--- src/include/adc_host_pkg.sv ---
package adc_host_pkg;
  localparam int unsigned CLK_PERIOD_NS   = 10;
  localparam int unsigned WR_LOW_MIN_NS   = 600;
  localparam int unsigned WR_TO_RD_MIN_NS = 600;
  localparam int unsigned RD_PHASE_NS     = 800;
  localparam int unsigned WR_LOW_MAX_NS   = 50000;
  localparam int unsigned ZERO_MIN_NS     = 500;
  localparam int unsigned WR_LOW_CYC   = (WR_LOW_MIN_NS + CLK_PERIOD_NS - 1) / CLK_PERIOD_NS;
  localparam int unsigned WR_RD_CYC    = (WR_TO_RD_MIN_NS + CLK_PERIOD_NS - 1) / CLK_PERIOD_NS;
  localparam int unsigned RD_TIMEOUT_CYC = 2 * RD_PHASE_NS / CLK_PERIOD_NS;
  localparam int unsigned WR_MAX_CYC   = WR_LOW_MAX_NS / CLK_PERIOD_NS;
  localparam int unsigned ZERO_CYC     = (ZERO_MIN_NS + CLK_PERIOD_NS - 1) / CLK_PERIOD_NS;
  localparam int unsigned CNT_W        = 16;
  localparam logic [7:0]  RESULT_RESET = 8'h00;
endpackage : adc_host_pkg

--- src/rtl/adc_host.sv ---
`timescale 1ns/1ps
//
// Overview of operation
// RULE1: mode output selects read-only or write-then-read
// RULE2: read-only: hold read low until data
// RULE3: read-only: completion low ends read
// RULE4: device times banks; host waits for data
// RULE5: device samples first 800 ns of read
// RULE6: write-then-read: write strobe starts conversion
// RULE7: device banks sample on write fall
// RULE8: host holds write low 600 ns minimum
// RULE9: host waits 600 ns before read low
// RULE10: device resets banks on read fall
// RULE11: interrupt use: wait completion low, then read
// RULE12: fast read after 600 ns allowed
// RULE13: stand-alone: read and select held low
// RULE14: write low never exceeds 50 us
// RULE15: 500 ns zeroing before next conversion
// RULE16: device flash banks of fifteen comparators
// RULE17: device banks alternate zero and compare
// RULE18: strobes only while select low
// RULE19: completion released on read or select rise
// RULE20: overrange sampled with result, always driven
// RULE21: result upper nibble then lower nibble
module adc_host
  import adc_host_pkg::*;
#(
  parameter int unsigned WR_MAX_CYCLES = WR_MAX_CYC,
  parameter int unsigned ZERO_CYCLES   = ZERO_CYC
) (
  input  wire logic       clk,
  input  wire logic       reset_n,
  input  wire logic       start,
  input  wire logic       mode_wr_rd,
  input  wire logic       wait_int,
  input  wire logic       stand_alone,
  input  wire logic [7:0] result_bus,
  input  wire logic       int_n,
  input  wire logic       overrange_n,
  output logic            cs_n,
  output logic            wr_n,
  output logic            rd_n,
  output logic            mode_pin,
  output logic            busy,
  output logic            done,
  output logic [7:0]      result,
  output logic            overrange
);

  typedef enum {S_IDLE, S_WR, S_GAP, S_RD, S_LATCH, S_ZERO} state_e;
  state_e            state_q;
  logic [CNT_W-1:0]  cnt_q;
  logic [CNT_W-1:0]  wr_low_cnt_q;
  logic [2:0]        int_sync_q;
  logic              int_low;
  logic              mode_q;
  logic              sa_q;

  ////////////////////////////////////////////////////////////////////////////
  // pin input synchroniser
  always_ff @(posedge clk) begin
    if (!reset_n) begin
      int_sync_q <= 3'h7;
    end else begin
      int_sync_q <= {int_sync_q[1:0], int_n};
    end
  end
  assign int_low = (int_sync_q[2:1] == 2'b00);

  ////////////////////////////////////////////////////////////////////////////
  // sequencer
  always_ff @(posedge clk) begin
    if (!reset_n) begin
      state_q <= S_IDLE;
      cnt_q   <= '0;
      mode_q  <= 1'b0;
      sa_q    <= 1'b0;
    end else begin
      case (state_q)
        S_IDLE: begin
          cnt_q <= '0;
          if (start) begin
            mode_q  <= mode_wr_rd;
            sa_q    <= stand_alone & mode_wr_rd;
            state_q <= mode_wr_rd ? S_WR : S_RD; // RULE6 RULE2
          end
        end
        S_WR: begin
          cnt_q <= cnt_q + 1'b1;
          // RULE8 RULE14
          if (cnt_q + 1'b1 >= CNT_W'(WR_LOW_CYC) || cnt_q + 1'b1 >= CNT_W'(WR_MAX_CYCLES)) begin
            cnt_q   <= '0;
            state_q <= S_GAP; // RULE17
          end
        end
        S_GAP: begin
          cnt_q <= cnt_q + 1'b1;
          if (sa_q) begin
            if (cnt_q + 1'b1 >= CNT_W'(RD_TIMEOUT_CYC / 2)) begin // RULE13
              state_q <= S_LATCH;
            end
          end else if (cnt_q + 1'b1 >= CNT_W'(WR_RD_CYC) && (!wait_int || int_low)) begin
            cnt_q   <= '0;
            state_q <= S_RD; // RULE9 RULE11 RULE12
          end
        end
        S_RD: begin
          cnt_q <= cnt_q + 1'b1;
          // RULE3 RULE4 RULE5
          if (int_low || (!mode_q && cnt_q + 1'b1 >= CNT_W'(RD_TIMEOUT_CYC))) begin
            state_q <= S_LATCH;
          end
        end
        S_LATCH: begin
          cnt_q   <= '0;
          state_q <= S_ZERO;
        end
        S_ZERO: begin
          cnt_q <= cnt_q + 1'b1;
          if (cnt_q + 1'b1 >= CNT_W'(ZERO_CYCLES)) begin
            state_q <= S_IDLE; // RULE15
          end
        end
        default: state_q <= S_IDLE;
      endcase
    end
  end

  ////////////////////////////////////////////////////////////////////////////
  // strobes
  always_ff @(posedge clk) begin
    if (!reset_n) begin
      cs_n     <= 1'b1;
      wr_n     <= 1'b1;
      rd_n     <= 1'b1;
      mode_pin <= 1'b0;
      busy     <= 1'b0;
    end else begin
      mode_pin <= (state_q == S_IDLE) ? mode_wr_rd : mode_q; // RULE1
      busy     <= (state_q != S_IDLE) || start;
      // RULE18 RULE19
      cs_n <= !(((state_q == S_IDLE) && start) || (state_q == S_WR)
                || (state_q == S_GAP) || (state_q == S_RD) || sa_q);
      wr_n <= !(((state_q == S_IDLE) && start && mode_wr_rd) // RULE7
                || ((state_q == S_WR) && !(cnt_q + 1'b1 >= CNT_W'(WR_LOW_CYC)
                || cnt_q + 1'b1 >= CNT_W'(WR_MAX_CYCLES))));
      rd_n <= !(((state_q == S_IDLE) && start && !mode_wr_rd)
                || (state_q == S_RD) || sa_q // RULE10
                || ((state_q == S_GAP) && !sa_q && cnt_q + 1'b1 >= CNT_W'(WR_RD_CYC)
                    && (!wait_int || int_low)));
    end
  end

  ////////////////////////////////////////////////////////////////////////////
  // result capture
  always_ff @(posedge clk) begin
    if (!reset_n) begin
      done      <= 1'b0;
      result    <= RESULT_RESET;
      overrange <= 1'b0;
    end else begin
      done <= (state_q == S_LATCH);
      if (state_q == S_LATCH) begin
        result    <= result_bus;   // RULE21 RULE16
        overrange <= !overrange_n; // RULE20
      end
    end
  end

  ////////////////////////////////////////////////////////////////////////////
  // checks
  property p_wr_min;
    @(posedge clk) disable iff (!reset_n)
      $fell(wr_n) |-> !wr_n [*8];
  endproperty
  a_wr_min: assert property (p_wr_min) else $error("write low too short"); // RULE8

  property p_rd_gap;
    @(posedge clk) disable iff (!reset_n)
      $rose(wr_n) && !sa_q |-> rd_n [*8];
  endproperty
  a_rd_gap: assert property (p_rd_gap) else $error("read too soon after write"); // RULE9

  property p_cs_strobe;
    @(posedge clk) disable iff (!reset_n)
      (!wr_n || !rd_n) |-> !cs_n;
  endproperty
  a_cs_strobe: assert property (p_cs_strobe) else $error("strobe without select"); // RULE18

  property p_zero;
    @(posedge clk) disable iff (!reset_n)
      done |-> (state_q != S_WR && state_q != S_RD) [*8];
  endproperty
  a_zero: assert property (p_zero) else $error("restart before zeroing"); // RULE15

  property p_done;
    @(posedge clk) disable iff (!reset_n)
      $rose(state_q == S_LATCH) |=> done;
  endproperty
  a_done: assert property (p_done) else $error("done missing"); // RULE3

  // helper count of cycles with write held low
  always_ff @(posedge clk) begin
    if (!reset_n) begin
      wr_low_cnt_q <= '0;
    end else if (wr_n) begin
      wr_low_cnt_q <= '0;
    end else begin
      wr_low_cnt_q <= wr_low_cnt_q + 1'b1;
    end
  end

  property p_wr_max;
    @(posedge clk) disable iff (!reset_n)
      !wr_n |-> (wr_low_cnt_q < CNT_W'(WR_MAX_CYCLES));
  endproperty
  a_wr_max: assert property (p_wr_max) else $error("write low too long"); // RULE14

  property p_rd_hold;
    @(posedge clk) disable iff (!reset_n)
      (state_q == S_RD) && !int_low && !$fell(rd_n) && $past(state_q == S_RD) |-> !rd_n;
  endproperty
  a_rd_hold: assert property (p_rd_hold) else $error("read released early"); // RULE2

  property p_mode;
    @(posedge clk) disable iff (!reset_n)
      (state_q == S_WR) |-> ##1 mode_pin;
  endproperty
  a_mode: assert property (p_mode) else $error("mode pin wrong"); // RULE1

endmodule : adc_host

--- config.mk ---
export PLATFORM = sky130hd
export DESIGN_NAME = adc_host
export DESIGN_NICKNAME = d
export VERILOG_FILES = /design/src/include/adc_host_pkg.sv /design/src/rtl/adc_host.sv
export SDC_FILE = /design/constraint.sdc
export NUM_CORES = 1
export LEC_CHECK = 0
export ABC_AREA = 1
export BUFFER_PORTS_ARGS = -buffer_cell sky130_fd_sc_hd__buf_4
export CAP_MARGIN = 20
export CORE_MARGIN = 8
export CORE_UTILIZATION = 30
export CTS_BUF_LIST = sky130_fd_sc_hd__clkbuf_8
export CTS_CLUSTER_SIZE = 12
export DETAILED_ROUTE_END_ITERATION = 12
export GPL_TIMING_DRIVEN = 0
export PLACE_DENSITY = 0.58
export REMOVE_ABC_BUFFERS = 1
export SLEW_MARGIN = 0
export SYNTH_ARGS = -nofsm -noshare
export SYNTH_HDL_FRONTEND = slang
export SYNTH_SLANG_ARGS = --single-unit
--- constraint.sdc ---
create_clock -name clk -period 2.5 [get_ports clk]
set_clock_uncertainty 0.15 [all_clocks]
set_input_delay 0.125 -clock clk [delete_from_list [all_inputs] [get_ports clk]]
set_output_delay 0.125 -clock clk [all_outputs]
set_load 0.005 [all_outputs]
# Word level (Yosys, flattened, before mapping)
# Cells that the tools add are included.
dict set report totals {
  elab_cells 88
  output_inout_bits 15
  regBits 68
}
dict set report op_classes {
  n_eq_ne 15
  muxes 14
  bitwise 1
  order_cmp 5
  reduce_logical 39
  addsub 1
}
# op count
set op_table {}
lappend op_table {{$mux 32} 7}
lappend op_table {{$pmux 32 s6} 1}
lappend op_table {{$eq 32x3->1 const B} 4}
lappend op_table {{$eq 32x2->1 const B} 3}
lappend op_table {{$logic_not 32->1} 2}
lappend op_table {{$pmux 16 s4} 1}
lappend op_table {{$mux 16} 3}
lappend op_table {{$eq 32x1->1 const B} 1}
lappend op_table {{$eq 32x4->1 const B} 1}
lappend op_table {{$ge 16x6->1 const B} 2}
lappend op_table {{$reduce_bool 32->1} 1}
lappend op_table {{$add 16x1->16 const B} 1}
lappend op_table {{$ge 16x13->1 const B} 1}
lappend op_table {{$ge 16x7->1 const B} 1}
lappend op_table {{$ge 16x8->1 const B} 1}
lappend op_table {{$logic_or 1x1->1} 12}
lappend op_table {{$logic_and 1x1->1} 9}
lappend op_table {{$logic_not 1->1} 9}
lappend op_table {{$ne 2x2->1 const B} 4}
lappend op_table {{$ne 3x3->1 const B} 2}
lappend op_table {{$reduce_and 6->1} 1}
lappend op_table {{$reduce_bool 4->1} 1}
lappend op_table {{$reduce_or 2->1} 2}
lappend op_table {{$logic_not 2->1} 1}
lappend op_table {{other kinds (4)} 4}

# Logic depth before layout (Yosys ltp)
dict set report depth {
  word_depth 7
  ltp_mapped 17
  mapped_depth_nobuf 17
}

# Worst setup path before layout
# No wires, ideal clock.
dict set report synth_path {
  kind {reg-to-reg}
  startpoint {register cnt_q[1]}
  endpoint {register cnt_q[10]}
  setup_slack_ps 358
  path_stages_with_launch 15
  synth_period_minus_slack_ps 2142
  t_arrival_ps 1924
  path_cell_list {dfxtp_1 -> ha_1 -> nand3_2 -> nor2_4 -> nand3_1 -> nand2_1 -> nand3_1 -> nor2_4 -> nand3_4 -> nand2_2 -> nand2_2 -> nand2_4 -> buf_12 -> nand3b_2 -> a21oi_2}
}
dict set report synth_via {
  elab_chain_cells 6
}
# element line_no
set synth_lines {}
lappend synth_lines {{start: declaration} adc_host.sv:52} ;# logic [CNT_W-1:0] cnt_q;
lappend synth_lines {{start signal: assignment} adc_host.sv:89} ;# cnt_q <= cnt_q + 1'b1;
lappend synth_lines {{start signal: assignment} adc_host.sv:97} ;# cnt_q <= cnt_q + 1'b1;
lappend synth_lines {{start signal: assignment} adc_host.sv:108} ;# cnt_q <= cnt_q + 1'b1;
lappend synth_lines {{$add 16x1->16 (*)} n/a}
lappend synth_lines {{$ge 16x6->1} {adc_host.sv:91, adc_host.sv:102}}
lappend synth_lines {{$logic_and 1x1->1} adc_host.sv:102} ;# end else if (cnt_q + 1'b1 >= CNT_W'(WR_RD_CYC) && (!wait_int || int_low)) begin
lappend synth_lines {{$mux 16} adc_host.sv:102}
lappend synth_lines {{$mux 16} adc_host.sv:98} ;# if (sa_q) begin
lappend synth_lines {{$pmux 16 s4 (*)} adc_host.sv:79} ;# case (state_q)
# Every way passes the cells marked *; elsewhere a longest branch is shown, timed or not.
# A chain may end at the register's enable or synchronous reset.

# Worst setup path after layout
dict set report layout_path {
  startpoint {register cnt_q[4]}
  endpoint {register cnt_q[2]}
}
dict set report layout_via {
  elab_chain_cells 6
}
# element line_no
set layout_lines {}
lappend layout_lines {{$add 16x1->16 (*)} {adc_host.sv:91, adc_host.sv:102}}
lappend layout_lines {{$ge 16x6->1} {adc_host.sv:91, adc_host.sv:102}}
lappend layout_lines {{$logic_and 1x1->1} adc_host.sv:102}
lappend layout_lines {{$mux 16} adc_host.sv:102}
lappend layout_lines {{$mux 16} adc_host.sv:98}
lappend layout_lines {{$pmux 16 s4 (*)} adc_host.sv:79}
# Marks and branches as above.

==> results by group <==
Outcome
  – Status: finished clean

Routing
  – Drt via density: between 4 and 5
  – Initial DRC count: 90
  – Drt drc: 0
  – Wire length per cell: 12.0 um
  – Post-route ant nets: 0
  – Routed vias: 2,144
  – Final wirelength: about 5.6 mm
  – DR pass1 iterations: 4

Worst hold path
  – Worst Hold Path Cells: 5
  – Worst Hold Class: in -> reg
  – Hold Startpoint: start
  – Worst Hold Path EP: busy$_SDFF_PN0_

Layout
  – Area delta synth->final: 28.4%
  – Number of diodes: 0
  – Nets: 389
  – Multi-input logic area: between 1000 and 1500 um2
  – Fraction of layout cells with a size suffix above 1: 22.0%
  – Core Util, Final: 39.4%
  – Fillcell total: 783
  – Post-Layout Inst Area: about 2800 um2
  – FF/Latch Area: 790 um2

Timing
  – Fin Hold WS: a little under 20 ps
  – Endpoints failing setup: 0
  – Final worst-path cycle share: 91.9%
  – Final Hold Viols: 0
  – Slew Limit Fails: 0
  – Tightest Pin Transition: a little over 800 ps
  – Post-route minimum period: between 2000 and 2500 ps
  – RSZ-0062 raised after global routing: false
  – Highest Clock Rate: 0.435 GHz
  – Worst slew margin: a little under half

Synthesis
  – Syn Std Cell Area: 2210 um2
  – Area leader, netlist: dfxtp_1
  – Async set-reset flop share out of synthesis: 0%
  – Warning count from the yosys run: 0
  – Commonest register cell after synthesis: dfxtp_1
  – Sequential share of the synthesized area: 35.3%
  – Post-Syn Instances: 325
  – Netlist cell types: 30
  – Synth top cells by count: nand2_1, nor2_1, dfxtp_1
  – Most frequent cell after synthesis: nand2_1
  – Syn Area/Cell: 6.81 um2
  – EDFF count, synth: 0
  – Dominant cells by area after synthesis: dfxtp_1, nand2_1, nor2_1, inv_1, nand3_1
  – Seq cells post-synth: 39
  – Post-synth top area share: 35.3%

Placed design
  – Placed instance area: 2510 um2
  – Routability-driven placement congestion ratio: 0.854
  – DP HPWL: 3.78 mm
  – IO Port Bufs: 30

Worst setup path
  – R2r startpoint: cnt_q[4]$_SDFFE_PN0P_
  – Worst R2R End: cnt_q[2]$_SDFFE_PN0P_
  – Cells on worst reg2reg path: 13
  – Crit-path max FO: 8
  – CP endpoint kind: flip-flop
  – CP Class: reg -> reg
  – Worst Path Required: 2560 ps
  – Startpoint Class: flip-flop
  – Crit path DAT: about 2400 ps
  – Flop-to-flop setup slack: 200 ps

Power
  – Switching pwr: ~950 uW
  – Static Leak: ~1.2 nW
  – Worst IR Drop VDD: 570 uV
  – Power per cell area: 797 nW/um2
  – Sequential share of power: 34.9%
  – Sw Share: 41.8%
  – Tot Pwr: 2.27 mW
  – Combinational group share of total power: 46.1%
  – Internal power: 1.32 mW
  – Clk pwr share: 19.0%

Die
  – Num rows: 31
  – Die height: 102 um
  – Initial core utilization: a little under a third
  – Top-level I/O count: 31
  – Die area: 10,400 um2
  – Die width: approximately 100 um
  – Core region area: 7210 um2

Global routing
  – GRT Resource Usage Total: 11.3%
  – Initial antenna violation count: 0
  – Total grt overflow: 0
  – Largest net degree at the start of global routing: 23
  – Vias in the first global route: between 2k and 2.5k
  – First-pass GRT wire length: 9.58 mm

Clock network
  – CTS Buffer Depth: 2
  – H-tree levels: 2
  – CTS Root Cell: clkbuf_8
  – CTS tree: yes
  – CTS Buf Count: 5
  – Worst skew pair latency: 290 ps
  – Worst-path clk slew: 80 ps
  – Clk sinks: 39

Run
  – Max_cap viols: 0
## what timing repair did
action,4_1_cts,5_1_grt
endpoints found under the hold margin,18,0
pin swaps,1,5
gates cloned,0,3
resized for setup,0,13
setup buffers,1,0
hold buffers,12,0
endpoints found under the setup margin,16,19
## critical path, cell delays in order, from the launching register on
cell and delay, ps:
dfxtp_1 440, nand2_4 120, nor2_4 170, nand2_4 80, nor2_1 110, nand2_1 50, nand2_1 120, nand2_2 90
nor2_4 150, nand3_4 120, o21ai_4 210, clkbuf_16 200, nand3b_1 80, a21oi_1 120
## per-layer routing
metal	wire length, um	up-vias	GRT usage (%)
met5	0	-	0
met4	100	0	4.40
met3	334	10	3.54
met2	2600	49	19.2
met1	2610	958	13.0
li1	-	1127	-
## cell usage in the layout (no fill, tap or decap), types with 6 or more instances in the layout
cell type / count
nand3b_1: 7
dlygate4sd3_1: 12
dfxtp_1: 36
a21oi_1: 14
nand2_1: 86
nor2_1: 51
inv_1: 37
buf_4: 30
nand3_1: 17
o21ai_0: 16
nand4_1: 6
## logic make-up after synthesis
kind of cell               Yosys count  share of synthesized area (%)
and+or+nand+nor                    197                           43.2
adders and majority gates            2                           1.13
DFF                                 39                           35.3
AOI/OAI and AO/OA                   42                           11.7
buffers and inverters               45                           8.71
## power by group through the flow
stage / Clock (mW) / Sequential (mW) / Combinational (mW)
2_1_floorplan: 0 / 0.791 / 0.522
3_3_place_gp: 0 / 0.792 / 0.802
3_5_place_dp: 0 / 0.794 / 0.814
4_1_cts: 0.449 / 0.781 / 0.881
5_1_grt: 0.461 / 0.805 / 1.15
6_report: 0.430 / 0.791 / 1.04
## cell type report
class | count | share of cell area, %
clock buffers | 5 | 2.42
clock inverters | 3 | 0.572
inverters | 37 | 4.89
multi-input cells | 243 | 45.9
flip-flops and latches | 39 | 27.8
well taps | 99 | 4.36
repair buffers | 45 | 14.1
## per-stage QoR
stage	setup TNS, ps	instances	worst slack [ps]
6_report	0	471	202
5_1_grt	0	471	12.9
4_1_cts	0	467	13.7
3_5_place_dp	-1320	446	-99.0
3_3_place_gp	-744	446	-62.4
2_1_floorplan	0	317	319
## state kept, by name (all words and copies together), names as in the netlist
register and flops:
mode_q 1, done 1, overrange 1, sa_q 1
int_sync_q 3, state_q 3, result 8, cnt_q 16
rd_n 1, mode_pin 1, wr_n 1, cs_n 1
busy 1
## how the worst max path moves through the flow
stage / depth (start not counted) / start / endpoint
global placement: 11 / cnt_q[1]$_SDFFE_PN0P_ / cnt_q[15]$_SDFFE_PN0P_
global route: 9 / state_q[1]$_SDFFE_PN0P_ / cnt_q[13]$_SDFFE_PN0P_
detailed placement: 11 / cnt_q[1]$_SDFFE_PN0P_ / cnt_q[7]$_SDFFE_PN0P_
CTS: 13 / cnt_q[1]$_SDFFE_PN0P_ / cnt_q[6]$_SDFFE_PN0P_
floorplan: 11 / cnt_q[1]$_SDFFE_PN0P_ / cnt_q[6]$_SDFFE_PN0P_
finish: 13 / cnt_q[4]$_SDFFE_PN0P_ / cnt_q[2]$_SDFFE_PN0P_
No activity file was read; power rests on OpenSTA's default activity.
